$ cat config.mk
export PLATFORM = sky130hd
export DESIGN_NAME = dmr_mode_ctl
export DESIGN_NICKNAME = d
export VERILOG_FILES = /design/src/dmr_pkg.sv /design/src/dmr_burst_if.sv /design/src/dmr_burst_gen.sv /design/src/dmr_mode_ctl.sv
export VERILOG_INCLUDE_DIRS = /design/src /design/src/src
export SDC_FILE = /design/constraint.sdc
export NUM_CORES = 1
export LEC_CHECK = 0
export BUFFER_PORTS_ARGS = -buffer_cell sky130_fd_sc_hd__buf_2
export CAP_MARGIN = 0
export CORE_MARGIN = 5
export CORE_UTILIZATION = 30
export DETAILED_ROUTE_END_ITERATION = 12
export PLACE_DENSITY_LB_ADDON = 0.25
export SKIP_LAST_GASP = 1
export SYNTH_ARGS = -nofsm -noshare
export SYNTH_HDL_FRONTEND = slang
export SYNTH_SLANG_ARGS = --single-unit
$ cat constraint.sdc
create_clock -name core_clk -period 1.9 [get_ports core_clk]
set_clock_uncertainty 0.1 [all_clocks]
set_input_delay 0.285 -clock core_clk [delete_from_list [all_inputs] [get_ports core_clk]]
set_output_delay 0.285 -clock core_clk [all_outputs]
set_load 0.05 [all_outputs]
$ cat src/dmr_cfg.svh
// Constants for the mode register programming block
`ifndef DMR_CFG_SVH
`define DMR_CFG_SVH
`define DMR_CLK_PS 8000
`define DMR_GAP_NS 10
`define DMR_GAP_CYC ((`DMR_GAP_NS * 1000 + `DMR_CLK_PS - 1) / `DMR_CLK_PS)
`define DMR_OFS_CTRL 8'h00
`define DMR_OFS_MODE 8'h04
`define DMR_OFS_EXT 8'h08
`define DMR_OFS_STAT 8'h0C
`define DMR_CTRL_RST 1'b1
`define DMR_BIT_ERRRSV 8
`define DMR_BIT_ERRGAP 9
`define DMR_BL_LSB 0
`define DMR_BT_BIT 3
`define DMR_LAT_LSB 4
`define DMR_TM_LSB 7
`define DMR_EXT_DLL 0
`define DMR_EXT_WEAK 1
`define DMR_LAT_2 3'h2
`define DMR_LAT_3 3'h3
`define DMR_LAT_25 3'h6
`define DMR_TM_NORM 2'h0
`define DMR_TM_DLLRST 2'h2
`endif

$ cat src/dmr_pkg.sv
// Types shared by the mode register programming block
package dmr_pkg;
  typedef logic [7:0] dmr_addr_t;
  typedef logic [31:0] dmr_word_t;
  typedef logic [12:0] dmr_mreg_t;
  typedef enum logic [2:0] {
    CMD_DESEL, CMD_NOP, CMD_LOAD, CMD_ACT, CMD_PRE, CMD_RD, CMD_WR,
    CMD_OTHER
  } dmr_cmd_t;
  typedef enum logic {PD_AWAKE, PD_ACTIVE} dmr_pd_t;
endpackage : dmr_pkg

$ cat src/dmr_burst_if.sv
// Link between command decode and the burst address generator
`timescale 1ns/100ps
`default_nettype none
interface dmr_burst_if;
  logic ce;
  logic start;
  logic [2:0] startCol;
  logic [2:0] lenCode;
  logic ilv;
  logic [2:0] col;
  logic valid;
  modport ctl(output ce, start, startCol, lenCode, ilv,
    input col, valid);
  modport gen(input ce, start, startCol, lenCode, ilv,
    output col, valid);
endinterface : dmr_burst_if
`default_nettype wire

$ cat src/dmr_burst_gen.sv
// Burst column order generator, sequential or interleaved
`timescale 1ns/100ps
`default_nettype none
module dmr_burst_gen (
  // Clock and reset
  input wire logic core_clk,
  input wire logic rst_n,
  // Link to decoder
  dmr_burst_if.gen bif
);
  import dmr_pkg::*;
  logic [2:0] base_ff;
  logic [2:0] mask_ff;
  logic [2:0] beat_ff;
  logic ilv_ff;
  logic [2:0] nxt_beat;
  logic [2:0] nxt_col;
  logic [2:0] mask;
  logic last;

  // Block mask from length code, reserved codes give one beat
  always_comb begin
    case (bif.lenCode)
      3'h1: mask = 3'h1;
      3'h2: mask = 3'h3;
      3'h3: mask = 3'h7;
      default: mask = 3'h0;
    endcase
  end

  // Next column inside the aligned block
  assign nxt_beat = 3'(beat_ff + 3'h1);
  assign last = (beat_ff == mask_ff);
  always_comb begin
    if (ilv_ff) begin
      nxt_col = (base_ff & ~mask_ff)
        | ((base_ff ^ nxt_beat) & mask_ff);
    end else begin
      nxt_col = (base_ff & ~mask_ff)
        | (3'(base_ff + nxt_beat) & mask_ff);
    end
  end

  // Beat sequencing, a new start cuts the old burst
  always_ff @(posedge core_clk or negedge rst_n) begin
    if (!rst_n) begin
      base_ff <= 3'h0;
      mask_ff <= 3'h0;
      beat_ff <= 3'h0;
      ilv_ff <= 1'b0;
      bif.col <= 3'h0;
      bif.valid <= 1'b0;
    end else if (bif.ce) begin
      if (bif.start) begin
        base_ff <= bif.startCol;
        mask_ff <= mask;
        ilv_ff <= bif.ilv;
        beat_ff <= 3'h0;
        bif.col <= bif.startCol;
        bif.valid <= 1'b1;
      end else if (bif.valid) begin
        if (last) begin
          bif.valid <= 1'b0;
        end else begin
          beat_ff <= nxt_beat;
          bif.col <= nxt_col;
        end
      end
    end
  end
endmodule : dmr_burst_gen
`default_nettype wire

$ cat src/dmr_mode_ctl.sv
// Command decode, mode registers and APB access for the DRAM die
//
// Implementation choices: the placing of the registers and the APB slave port.
`timescale 1ns/100ps
`default_nettype none
`include "dmr_cfg.svh"
module dmr_mode_ctl (
  // Clock, reset, enable
  input wire logic core_clk,
  input wire logic rst_n,
  input wire logic ce,
  // Command pins from the memory controller
  input wire logic csN,
  input wire logic rasN,
  input wire logic casN,
  input wire logic weN,
  input wire logic bank_addr_bit0,
  input wire logic bank_addr_bit1,
  input wire logic [12:0] addr,
  input wire logic cke,
  input wire logic lower_byte_mask,
  input wire logic upper_byte_mask,
  // APB slave
  input wire logic psel,
  input wire logic penable,
  input wire logic pwrite,
  input wire dmr_pkg::dmr_addr_t paddr,
  input wire dmr_pkg::dmr_word_t pwdata,
  output var dmr_pkg::dmr_word_t prdata,
  output logic pready,
  output logic pslverr,
  // Burst and write lanes
  output logic [9:0] burstCol,
  output logic burstValid,
  output logic burstWrite,
  output logic [1:0] byteWrEn,
  // Mode state
  output logic dllEnable,
  output logic weakDrive,
  output logic dllReset,
  output logic [3:0] latHalf,
  output logic powerDown,
  output logic modeErr
);
  import dmr_pkg::*;
  localparam int PIN_W = 22;
  localparam logic [1:0] GAP_LD = 2'(`DMR_GAP_CYC - 1);

  logic [PIN_W-1:0] pinRaw;
  logic [PIN_W-1:0] sync1_ff;
  logic [PIN_W-1:0] sync2_ff;
  logic sCs, sRas, sCas, sWe, sBa0, sCke, sLm, sUm;
  logic [12:0] sAddr;
  logic ckePrev_ff;
  dmr_cmd_t cmd;
  logic cmdOk;
  logic loadMode, loadExt, isNop;
  dmr_mreg_t mode_ff;
  dmr_mreg_t ext_ff;
  logic modeValid_ff, extValid_ff;
  logic [3:0] bankAct_ff;
  dmr_pd_t pd_ff;
  logic [1:0] gap_ff;
  logic errRsv_ff, errGap_ff, setRsv, setGap, clrRsv, clrGap;
  logic rsvCode, ctrlEn_ff;
  logic [6:0] colHi_ff;
  logic wrBurst_ff;
  logic apbSetup, apbWr, hit;
  dmr_word_t rdMux;
  dmr_burst_if bif();

  // Pins pass two flops before any decode
  assign pinRaw = {csN, rasN, casN, weN, bank_addr_bit1,
    bank_addr_bit0, addr, cke, lower_byte_mask, upper_byte_mask};
  always_ff @(posedge core_clk or negedge rst_n) begin
    if (!rst_n) begin
      sync1_ff <= {PIN_W{1'b1}};
      sync2_ff <= {PIN_W{1'b1}};
    end else if (ce) begin
      sync1_ff <= pinRaw;
      sync2_ff <= sync1_ff;
    end
  end
  assign sCs = sync2_ff[21];
  assign sRas = sync2_ff[20];
  assign sCas = sync2_ff[19];
  assign sWe = sync2_ff[18];
  assign sBa0 = sync2_ff[16];
  assign sAddr = sync2_ff[15:3];
  assign sCke = sync2_ff[2];
  assign sLm = sync2_ff[1];
  assign sUm = sync2_ff[0];

  // Clock enable one clock earlier
  always_ff @(posedge core_clk or negedge rst_n) begin
    if (!rst_n) begin
      ckePrev_ff <= 1'b0;
    end else if (ce) begin
      ckePrev_ff <= sCke;
    end
  end

  // Command decode from the four strobes
  always_comb begin
    case ({sCs, sRas, sCas, sWe})
      4'h0: cmd = CMD_LOAD;
      4'h3: cmd = CMD_ACT;
      4'h2: cmd = CMD_PRE;
      4'h5: cmd = CMD_RD;
      4'h4: cmd = CMD_WR;
      4'h7: cmd = CMD_NOP;
      default: cmd = sCs ? CMD_DESEL : CMD_OTHER;
    endcase
  end
  assign isNop = (cmd == CMD_NOP) || (cmd == CMD_DESEL);
  assign cmdOk = ckePrev_ff && sCke && ctrlEn_ff
    && (pd_ff == PD_AWAKE);
  assign loadMode = cmdOk && (cmd == CMD_LOAD) && !sBa0;
  assign loadExt = cmdOk && (cmd == CMD_LOAD) && sBa0;

  // Mode and extended mode registers
  always_ff @(posedge core_clk or negedge rst_n) begin
    if (!rst_n) begin
      mode_ff <= 13'h0000;
      ext_ff <= 13'h0000;
      modeValid_ff <= 1'b0;
      extValid_ff <= 1'b0;
    end else if (ce) begin
      if (loadMode) begin
        mode_ff <= sAddr;
        modeValid_ff <= 1'b1;
      end
      if (loadExt) begin
        ext_ff <= sAddr;
        extValid_ff <= 1'b1;
      end
    end
  end

  // Decoded mode outputs, held until the next load
  always_ff @(posedge core_clk or negedge rst_n) begin
    if (!rst_n) begin
      latHalf <= 4'h0;
      dllReset <= 1'b0;
      dllEnable <= 1'b0;
      weakDrive <= 1'b0;
    end else if (ce) begin
      if (loadMode) begin
        case (sAddr[`DMR_LAT_LSB +: 3])
          `DMR_LAT_2: latHalf <= 4'h4;
          `DMR_LAT_3: latHalf <= 4'h6;
          `DMR_LAT_25: latHalf <= 4'h5;
          default: latHalf <= 4'h0;
        endcase
        dllReset <= (sAddr[`DMR_TM_LSB +: 2] == `DMR_TM_DLLRST);
      end
      if (loadExt) begin
        dllEnable <= sAddr[`DMR_EXT_DLL];
        weakDrive <= sAddr[`DMR_EXT_WEAK];
      end
    end
  end

  // Reserved codes in a base register load
  always_comb begin
    rsvCode = 1'b0;
    if (sAddr[2:0] == 3'h0 || sAddr[2] == 1'b1) begin
      rsvCode = 1'b1;
    end
    if (sAddr[6:4] != `DMR_LAT_2 && sAddr[6:4] != `DMR_LAT_3
        && sAddr[6:4] != `DMR_LAT_25) begin
      rsvCode = 1'b1;
    end
    if (sAddr[8:7] != `DMR_TM_NORM && sAddr[8:7] != `DMR_TM_DLLRST) begin
      rsvCode = 1'b1;
    end
  end
  assign setRsv = loadMode && rsvCode;
  assign setGap = cmdOk && !isNop && (gap_ff != 2'h0);

  // Load gap counter after each register load
  always_ff @(posedge core_clk or negedge rst_n) begin
    if (!rst_n) begin
      gap_ff <= 2'h0;
    end else if (ce) begin
      if (loadMode || loadExt) begin
        gap_ff <= GAP_LD;
      end else if (gap_ff != 2'h0) begin
        gap_ff <= 2'(gap_ff - 2'h1);
      end
    end
  end

  // Sticky errors, a new event wins over the clear
  always_ff @(posedge core_clk or negedge rst_n) begin
    if (!rst_n) begin
      errRsv_ff <= 1'b0;
      errGap_ff <= 1'b0;
      modeErr <= 1'b0;
    end else if (ce) begin
      errRsv_ff <= setRsv || (errRsv_ff && !clrRsv);
      errGap_ff <= setGap || (errGap_ff && !clrGap);
      modeErr <= setRsv || setGap || ((errRsv_ff && !clrRsv)
        || (errGap_ff && !clrGap));
    end
  end

  // Bank open state, one flop per bank
  for (genvar b = 0; b < 4; b++) begin : gBank
    always_ff @(posedge core_clk or negedge rst_n) begin
      if (!rst_n) begin
        bankAct_ff[b] <= 1'b0;
      end else if (ce && cmdOk) begin
        if (cmd == CMD_ACT && sync2_ff[17:16] == 2'(b)) begin
          bankAct_ff[b] <= 1'b1;
        end else if (cmd == CMD_PRE
            && (sAddr[10] || sync2_ff[17:16] == 2'(b))) begin
          bankAct_ff[b] <= 1'b0;
        end
      end
    end
  end

  // Active power-down entry and exit
  always_ff @(posedge core_clk or negedge rst_n) begin
    if (!rst_n) begin
      pd_ff <= PD_AWAKE;
    end else if (ce) begin
      case (pd_ff)
        PD_AWAKE: begin
          if (ckePrev_ff && !sCke && (|bankAct_ff)) begin
            pd_ff <= PD_ACTIVE;
          end
        end
        PD_ACTIVE: begin
          if (!ckePrev_ff && sCke && isNop) begin
            pd_ff <= PD_AWAKE;
          end
        end
        default: pd_ff <= PD_AWAKE;
      endcase
    end
  end
  always_ff @(posedge core_clk or negedge rst_n) begin
    if (!rst_n) begin
      powerDown <= 1'b0;
    end else if (ce) begin
      powerDown <= (pd_ff == PD_ACTIVE);
    end
  end

  // Burst start on column command while any bank is open
  assign bif.ce = ce;
  assign bif.start = cmdOk && (cmd == CMD_RD || cmd == CMD_WR)
    && (|bankAct_ff);
  assign bif.startCol = sAddr[2:0];
  assign bif.lenCode = mode_ff[`DMR_BL_LSB +: 3];
  assign bif.ilv = mode_ff[`DMR_BT_BIT];
  dmr_burst_gen uGen (
    .core_clk(core_clk),
    .rst_n(rst_n),
    .bif(bif)
  );

  // Upper column bits and burst direction
  always_ff @(posedge core_clk or negedge rst_n) begin
    if (!rst_n) begin
      colHi_ff <= 7'h00;
      wrBurst_ff <= 1'b0;
    end else if (ce && bif.start) begin
      colHi_ff <= sAddr[9:3];
      wrBurst_ff <= (cmd == CMD_WR);
    end
  end

  // Registered burst outputs and byte lane enables
  always_ff @(posedge core_clk or negedge rst_n) begin
    if (!rst_n) begin
      burstCol <= 10'h000;
      burstValid <= 1'b0;
      burstWrite <= 1'b0;
      byteWrEn <= 2'h0;
    end else if (ce) begin
      burstCol <= {colHi_ff, bif.col};
      burstValid <= bif.valid;
      burstWrite <= bif.valid && wrBurst_ff;
      if (bif.valid && wrBurst_ff && (|bankAct_ff)) begin
        byteWrEn <= {!sUm, !sLm};
      end else begin
        byteWrEn <= 2'h0;
      end
    end
  end

  // APB decode, answer ready in the access phase
  assign apbSetup = psel && !penable;
  assign apbWr = psel && penable && pready && pwrite;
  assign hit = (paddr == `DMR_OFS_CTRL) || (paddr == `DMR_OFS_MODE)
    || (paddr == `DMR_OFS_EXT) || (paddr == `DMR_OFS_STAT);
  assign clrRsv = apbWr && !pslverr && (paddr == `DMR_OFS_STAT)
    && pwdata[`DMR_BIT_ERRRSV];
  assign clrGap = apbWr && !pslverr && (paddr == `DMR_OFS_STAT)
    && pwdata[`DMR_BIT_ERRGAP];
  always_comb begin
    case (paddr)
      `DMR_OFS_CTRL: rdMux = {31'h0, ctrlEn_ff};
      `DMR_OFS_MODE: rdMux = {19'h0, mode_ff};
      `DMR_OFS_EXT: rdMux = {19'h0, ext_ff};
      `DMR_OFS_STAT: rdMux = {22'h0, errGap_ff, errRsv_ff, 1'b0,
        extValid_ff, modeValid_ff, (pd_ff == PD_ACTIVE), bankAct_ff};
      default: rdMux = 32'h0;
    endcase
  end
  always_ff @(posedge core_clk or negedge rst_n) begin
    if (!rst_n) begin
      prdata <= 32'h0;
      pready <= 1'b0;
      pslverr <= 1'b0;
    end else if (ce) begin
      pready <= apbSetup;
      pslverr <= apbSetup && !hit;
      prdata <= (apbSetup && !pwrite) ? rdMux : 32'h0;
    end
  end

  // Control register write
  always_ff @(posedge core_clk or negedge rst_n) begin
    if (!rst_n) begin
      ctrlEn_ff <= `DMR_CTRL_RST;
    end else if (ce && apbWr && paddr == `DMR_OFS_CTRL) begin
      ctrlEn_ff <= pwdata[0];
    end
  end
endmodule : dmr_mode_ctl
`default_nettype wire

* Yosys cells after proc, flatten, opt, wreduce, memory -nomap -nowiden
Cells that the tools add are included.
** Storage, ports and cells
- Word-level logic and storage cells :: 206
- Flip-flop bits (word level) :: 162
** Cells by class
- Reductions and logical operators :: 95
- $add $sub $neg :: 3
- Equal/unequal tests :: 30
- Mux-type cells :: 33
- Bitwise logic cells :: 8
** Operators by type and width (number)
- case mux 13 bit (4 select lines) :: 1
- logical AND 1 bit :: 44
- two-way mux 32 bit :: 1
- two-way mux 3 bit :: 8
- equality test 3 x 2 -> 1 bit (second input constant) :: 6
- case mux 3 bit (3 select lines) :: 2
- case mux 3 bit (6 select lines) :: 1
- equality test 8 x 4 -> 1 bit (second input constant) :: 2
- logical OR 1 bit :: 16
- two-way mux 1 bit :: 16
- AND reduction 2 bit :: 8
- nonzero test 2 bit :: 8
- equality test 3 bit (second input constant) :: 4
- equality test 4 x 3 -> 1 bit (second input constant) :: 3
- logical NOT 1 bit :: 12
- AND 3 bit :: 3
- equality test 4 x 2 -> 1 bit (second input constant) :: 2
- equality test 8 x 3 -> 1 bit (second input constant) :: 1
- logical NOT 8 bit :: 1
- equality test 2 bit (second input constant) :: 3
- equality test 3 x 1 -> 1 bit (second input constant) :: 2
- logical NOT 3 bit :: 2
- two-way mux 2 bit :: 3
- inequality test 3 x 2 -> 1 bit (second input constant) :: 2
- 16 further kinds :: 18

* Longest topological paths before layout
- Word-level depth :: 10
- Gate-level depth with buffers :: 8

* By module
From an unflattened synthesis, not the netlist that was laid out.
** Second synthesis, totals
- Cell total of the unflattened synthesis :: 471
- Area, all modules :: 6216.0 sq um
** Modules (own cells, without submodules)
- dmr_mode_ctl :: cells each 393, area each 5427.7 sq um, times used 1, seq. area each 3209.3 sq um
- dmr_burst_gen :: cells each 78, area each 788.3 sq um, times used 1, seq. area each 350.3 sq um

* Worst setup path before layout
No wires, ideal clock.
- Path kind :: register to register
- Start point :: register uGen.beat_ff[0]
- End point :: register uGen.bif.col[2]
- Arrival :: 1804 ps
- Cell stages (with the launch flop) :: 8
- Setup time :: 120 ps
- Path buffers :: 0
- Path slack :: -125 ps
- Path through :: dfrtp_1 -> ha_1 -> fa_1 -> nor2b_1 -> xnor2_1 -> nand2_1 -> xnor2_1 -> a31o_2
** Between the ends
- Longest elaborated chain between the ends :: 8
** Ends and longest elaborated chain
- start, declared :: RTL line dmr_burst_gen.sv:14 : logic [2:0] beat_ff;
- start signal, assigned :: RTL line dmr_burst_gen.sv:65 : beat_ff <= nxt_beat;
- adder 3 x 1 -> 3 bit :: RTL line dmr_burst_gen.sv:32 : assign nxt_beat = 3'(beat_ff + 3'h1);
- adder 3 bit or bitwise XOR 3 bit (tied branches) :: RTL line dmr_burst_gen.sv:40, dmr_burst_gen.sv:37
- AND 3 bit, on equally long branches :: RTL line dmr_burst_gen.sv:40, dmr_burst_gen.sv:37
- bitwise OR 3 bit, on equally long branches :: RTL line dmr_burst_gen.sv:40, dmr_burst_gen.sv:37
- two-way mux 3 bit :: RTL line dmr_burst_gen.sv:35 : if (ilv_ff) begin
- two-way mux 3 bit :: RTL line dmr_burst_gen.sv:62 : if (last) begin
- two-way mux 3 bit :: RTL line dmr_burst_gen.sv:61 : end else if (bif.valid) begin
- two-way mux 3 bit :: RTL line dmr_burst_gen.sv:54 : if (bif.start) begin
- end signal, assigned :: RTL line dmr_burst_gen.sv:59 : bif.col <= bif.startCol;
- end signal, assigned :: RTL line dmr_burst_gen.sv:66 : bif.col <= nxt_col;
- end, declared :: RTL line dmr_burst_if.sv:15 : output col, valid);
Several ways; a longest one is shown, not always the timed one. The select of a mux whose other input is x is not followed.
A chain may end at the register's enable or synchronous reset.

* Worst setup path after layout
- Start point :: register sync2_ff[21]
- End point :: register mode_ff[5]
** Between the ends
- Longest elaborated chain between the ends :: 6
** Ends and longest elaborated chain
- start, declared :: RTL line dmr_mode_ctl.sv:51 : logic [PIN_W-1:0] sync2_ff;
- start signal, assigned :: RTL line dmr_mode_ctl.sv:78 : sync2_ff <= {PIN_W{1'b1}};
- start signal, assigned :: RTL line dmr_mode_ctl.sv:81 : sync2_ff <= sync1_ff;
- equality test 4 x 3 -> 1 bit (tied with other cells) :: RTL line dmr_mode_ctl.sv:105 : case ({sCs, sRas, sCas, sWe})
- case mux 3 bit (6 select lines) (*) :: RTL line dmr_mode_ctl.sv:105
- equality test 3 x 2 -> 1 bit (*) :: RTL line dmr_mode_ctl.sv:118 : assign loadMode = cmdOk && (cmd == CMD_LOAD) && !sBa0;
- logical AND 1 bit (*) (2 in a row) :: RTL line dmr_mode_ctl.sv:118
- AND reduction 2 bit (no source line) (*)
- end signal, assigned :: RTL line dmr_mode_ctl.sv:130 : mode_ff <= sAddr;
- end, declared :: RTL line dmr_mode_ctl.sv:58 : dmr_mreg_t mode_ff;
Every way passes the cells marked *; elsewhere a longest branch is shown, timed or not.

==> results.yml <==
pwr:
  p_sw_frac: 0.241
  p_comb_frac: 0.107
  sequentialPowerShare: 0.433
  netSwitchingPower_mw: 1.91
  p_clk_frac: 0.460
  p_per_area_nw_per_um2: 966
  p_total_mw: 7.91
  leakage_nw: 3.84
  ir_drop_mv: 0.578
  p_int_mw: 6.00
run_status:
  status: "finished, violations left"
  violations: "setup timing"
min_path:
  worstHoldPathCells: 2
  min_from: "addr[3]"
  hp-class: "primary input to flop"
cells_and_area:
  final_area_um2: 8190
  syn2layout_area_growth_pct: 33.2
  drive_above_1_share: 0.509
  finalNonFillerCells: 895
  nNetsFinal: 685
  antenna_cells: 0
sta:
  finalSetupViolCount: 36
  setup_ws_ps: -107
  maxSlewViolCount: 0
  final_hold_viol_count: 0
  final.min_clock_period_ps: 2010
  rsz0062_at_grt: "true"
  fmax_ghz: 0.498
  fin_tns_setup_ps: -1700
  fin_crit_sh: 1.06
cts:
  tritoncts: "built"
  cts_root_buffer: "clkbuf_16"
  path_clk_slew_ps: 60
  htree_levels: 4
  cts_sinks: 140
  clock_path_buffers: 2
  numCtsBuffers: 17
  clk_latency_ps: 420
placed_design:
  globalplace.congestion: 0.806
  placed_area_um2: 7050
  dp.cells: 832
  hpwl_um: 9780
  io_buffer_count: 75
yosys:
  synth_compound_gate_area_share: 0.0877
  ys_top_cells_by_area: "dfrtp_1 39%, dfstp_2 19%, mux2_2 18%"
  seq_area_frac_synth: 0.579
  synth_cells: 471
  synth_common_cells: "96 x mux2_2, 95 x dfrtp_1, 45 x dfstp_2"
  yosys.area_share.simple: 0.0696
  yosysUniqueCellTypes: 54
  synth_edf_count: 0
  yosysMostFrequentCell: "mux2_2"
  synth_area_per_cell_um2: 13.1
  synth_top_family_by_area: "multiplexers"
  netlist_area_um2: 6150
  synth_ff_type: "dfrtp_1"
  synthAdderAreaFrac: 0.0114
  ys_warn_count: 0
  synth_xor_area_frac: 0.00855
  ys_ff_latch: 140
  synth_top_area_frac: 0.387
  synth_top_cell_by_area: "dfrtp_1"
  ys_async_sr_fraction: 1.00
  muxShareOfSynthArea: 0.188
die:
  coreArea_um2: 20200
  start_util: 0.304
  row_count: 52
  io_pins: 125
  die-area_um2: 23500
  die_x_um: 153
  die_h_um: 153
critical_path:
  cp_data_required_time_ps: 2100
  arrival_ps: 2200
  worst-r2r-setup-slack_ps: -110
  startpoint_type: "flop"
  reg2regPathDepth: 5
  r2r_start: "sync2_ff[21]"
  r2r_end: "mode_ff[5]"
  worstSetupPathType: "flop to flop"
  critPathMaxFanout: 9
  crit_path_end_kind: "flop"
  crit_start: "sync2_ff[21]"
  crit_end: "mode_ff[5]"
drt:
  drt_pass1_iterations: 6
  via_per_inst: 4.64
  via_count: 4154
  wl_per_cell_um: 16.2
  ant_nets: 0
  drt_iter0_drc: 228
  drcViolationCount: 0
  drt-total-wl_um: 14500
global_route:
  grt_pass1_vias: 4309
  grt_overflow: 0
  grt_pass1_wl_um: 23200
  grt_util_all_layers: 0.123
  grt_antenna_before_repair: 0
  grt_max_degree: 59
run:
  cap_violations: 0
worst max-delay path, cell delays in order, from the launching register on:
cell and delay [ps]:
dfstp_2 360, or4_4 550, nor4_4 170, and2_4 230, buf_12 140, mux2_2 340
flip-flops by register name (all words and copies together) (netlist names), 2 cells and up:
signal        flops
sync2_ff         22
uGen.base_ff      3
gap_ff            2
colHi_ff          7
uGen.beat_ff      3
latHalf           3
burstCol         10
bankAct_ff        4
byteWrEn          2
sync1_ff         22
uGen.mask_ff      3
mode_ff          13
ext_ff           13
prdata           13
uGen.bif.col      3
metrics by stage:
step | utilization | worst slack [ps] | hold slack [ps]
4_1_cts | 0.395 | -111 | 7.02
3_3_place_gp | 0.348 | -201 | 40.1
3_5_place_dp | 0.348 | -196 | 43.7
6_report | 0.405 | -107 | 17.4
5_1_grt | 0.405 | -158 | 13.3
2_1_floorplan | - | -93.5 | -111
what timing repair did:
action                     in CTS  in global routing
gates resized for setup         9                 28
hold endpoints to repair      122                  0
buffers inserted                2                  3
hold buffers                   22                  0
setup endpoints to repair      40                 45
pin swaps                       5                  8
gates cloned                    1                  3
final cells by class:
type | count | area [µm²]
clock buffers | 21 | 460
repair buffers | 145 | 1120
flip-flops and latches | 140 | 3560
inverters | 17 | 63.8
clock inverters | 11 | 189
well taps | 270 | 338
fillers | 1884 | 12000
multi-input cells | 291 | 2450
cells in the final DEF, fill, tap and decap left out, types with 12 or more instances in the layout:
master	Yosys	final
dfrtp_1	95	94
mux2_2	96	84
buf_2	2	73
dfstp_2	45	45
buf_4	22	36
nand2_1	28	28
dlygate4sd3_1	0	22
conb_1	1	20
clkbuf_16	0	20
inv_1	17	16
o21ai_0	18	15
o2bb2ai_1	15	15
mux2_4	0	13
a22oi_1	12	12
power groups by stage:
stage / sequential [mW] / clock (mW) / combinational [mW]
after floorplan: 3.49 / 0 / 0.472
after global placement: 3.47 / 0 / 0.791
after detailed placement: 3.47 / 0 / 0.812
after CTS: 3.43 / 3.72 / 0.853
after global routing: 3.46 / 3.84 / 0.923
final: 3.43 / 3.64 / 0.844
worst min path at each step:
stage	to
floorplan	bankAct_ff[0]
global placement	prdata[6]
detailed placement	prdata[6]
CTS	sync1_ff[6]
global route	sync1_ff[6]
finish	sync1_ff[6]
kinds of logic (layout without fill, tap and decap cells):
logic type	Yosys count	after routing
AOI/OAI and AO/OA	78	78
buffers and inverters	59	194
muxes	102	102
adders and majority gates	5	5
xor gates and xnor gates	6	6
and+or+nand+nor	80	80
DFF	140	140
other	1	20
metal layers:
layer  GRT usage  part of all wire
met4      0.0378             0.012
met3      0.0336             0.057
met2       0.192              0.47
met1       0.168              0.46
met5           0                 0
No activity file was read; power rests on OpenSTA's default activity.
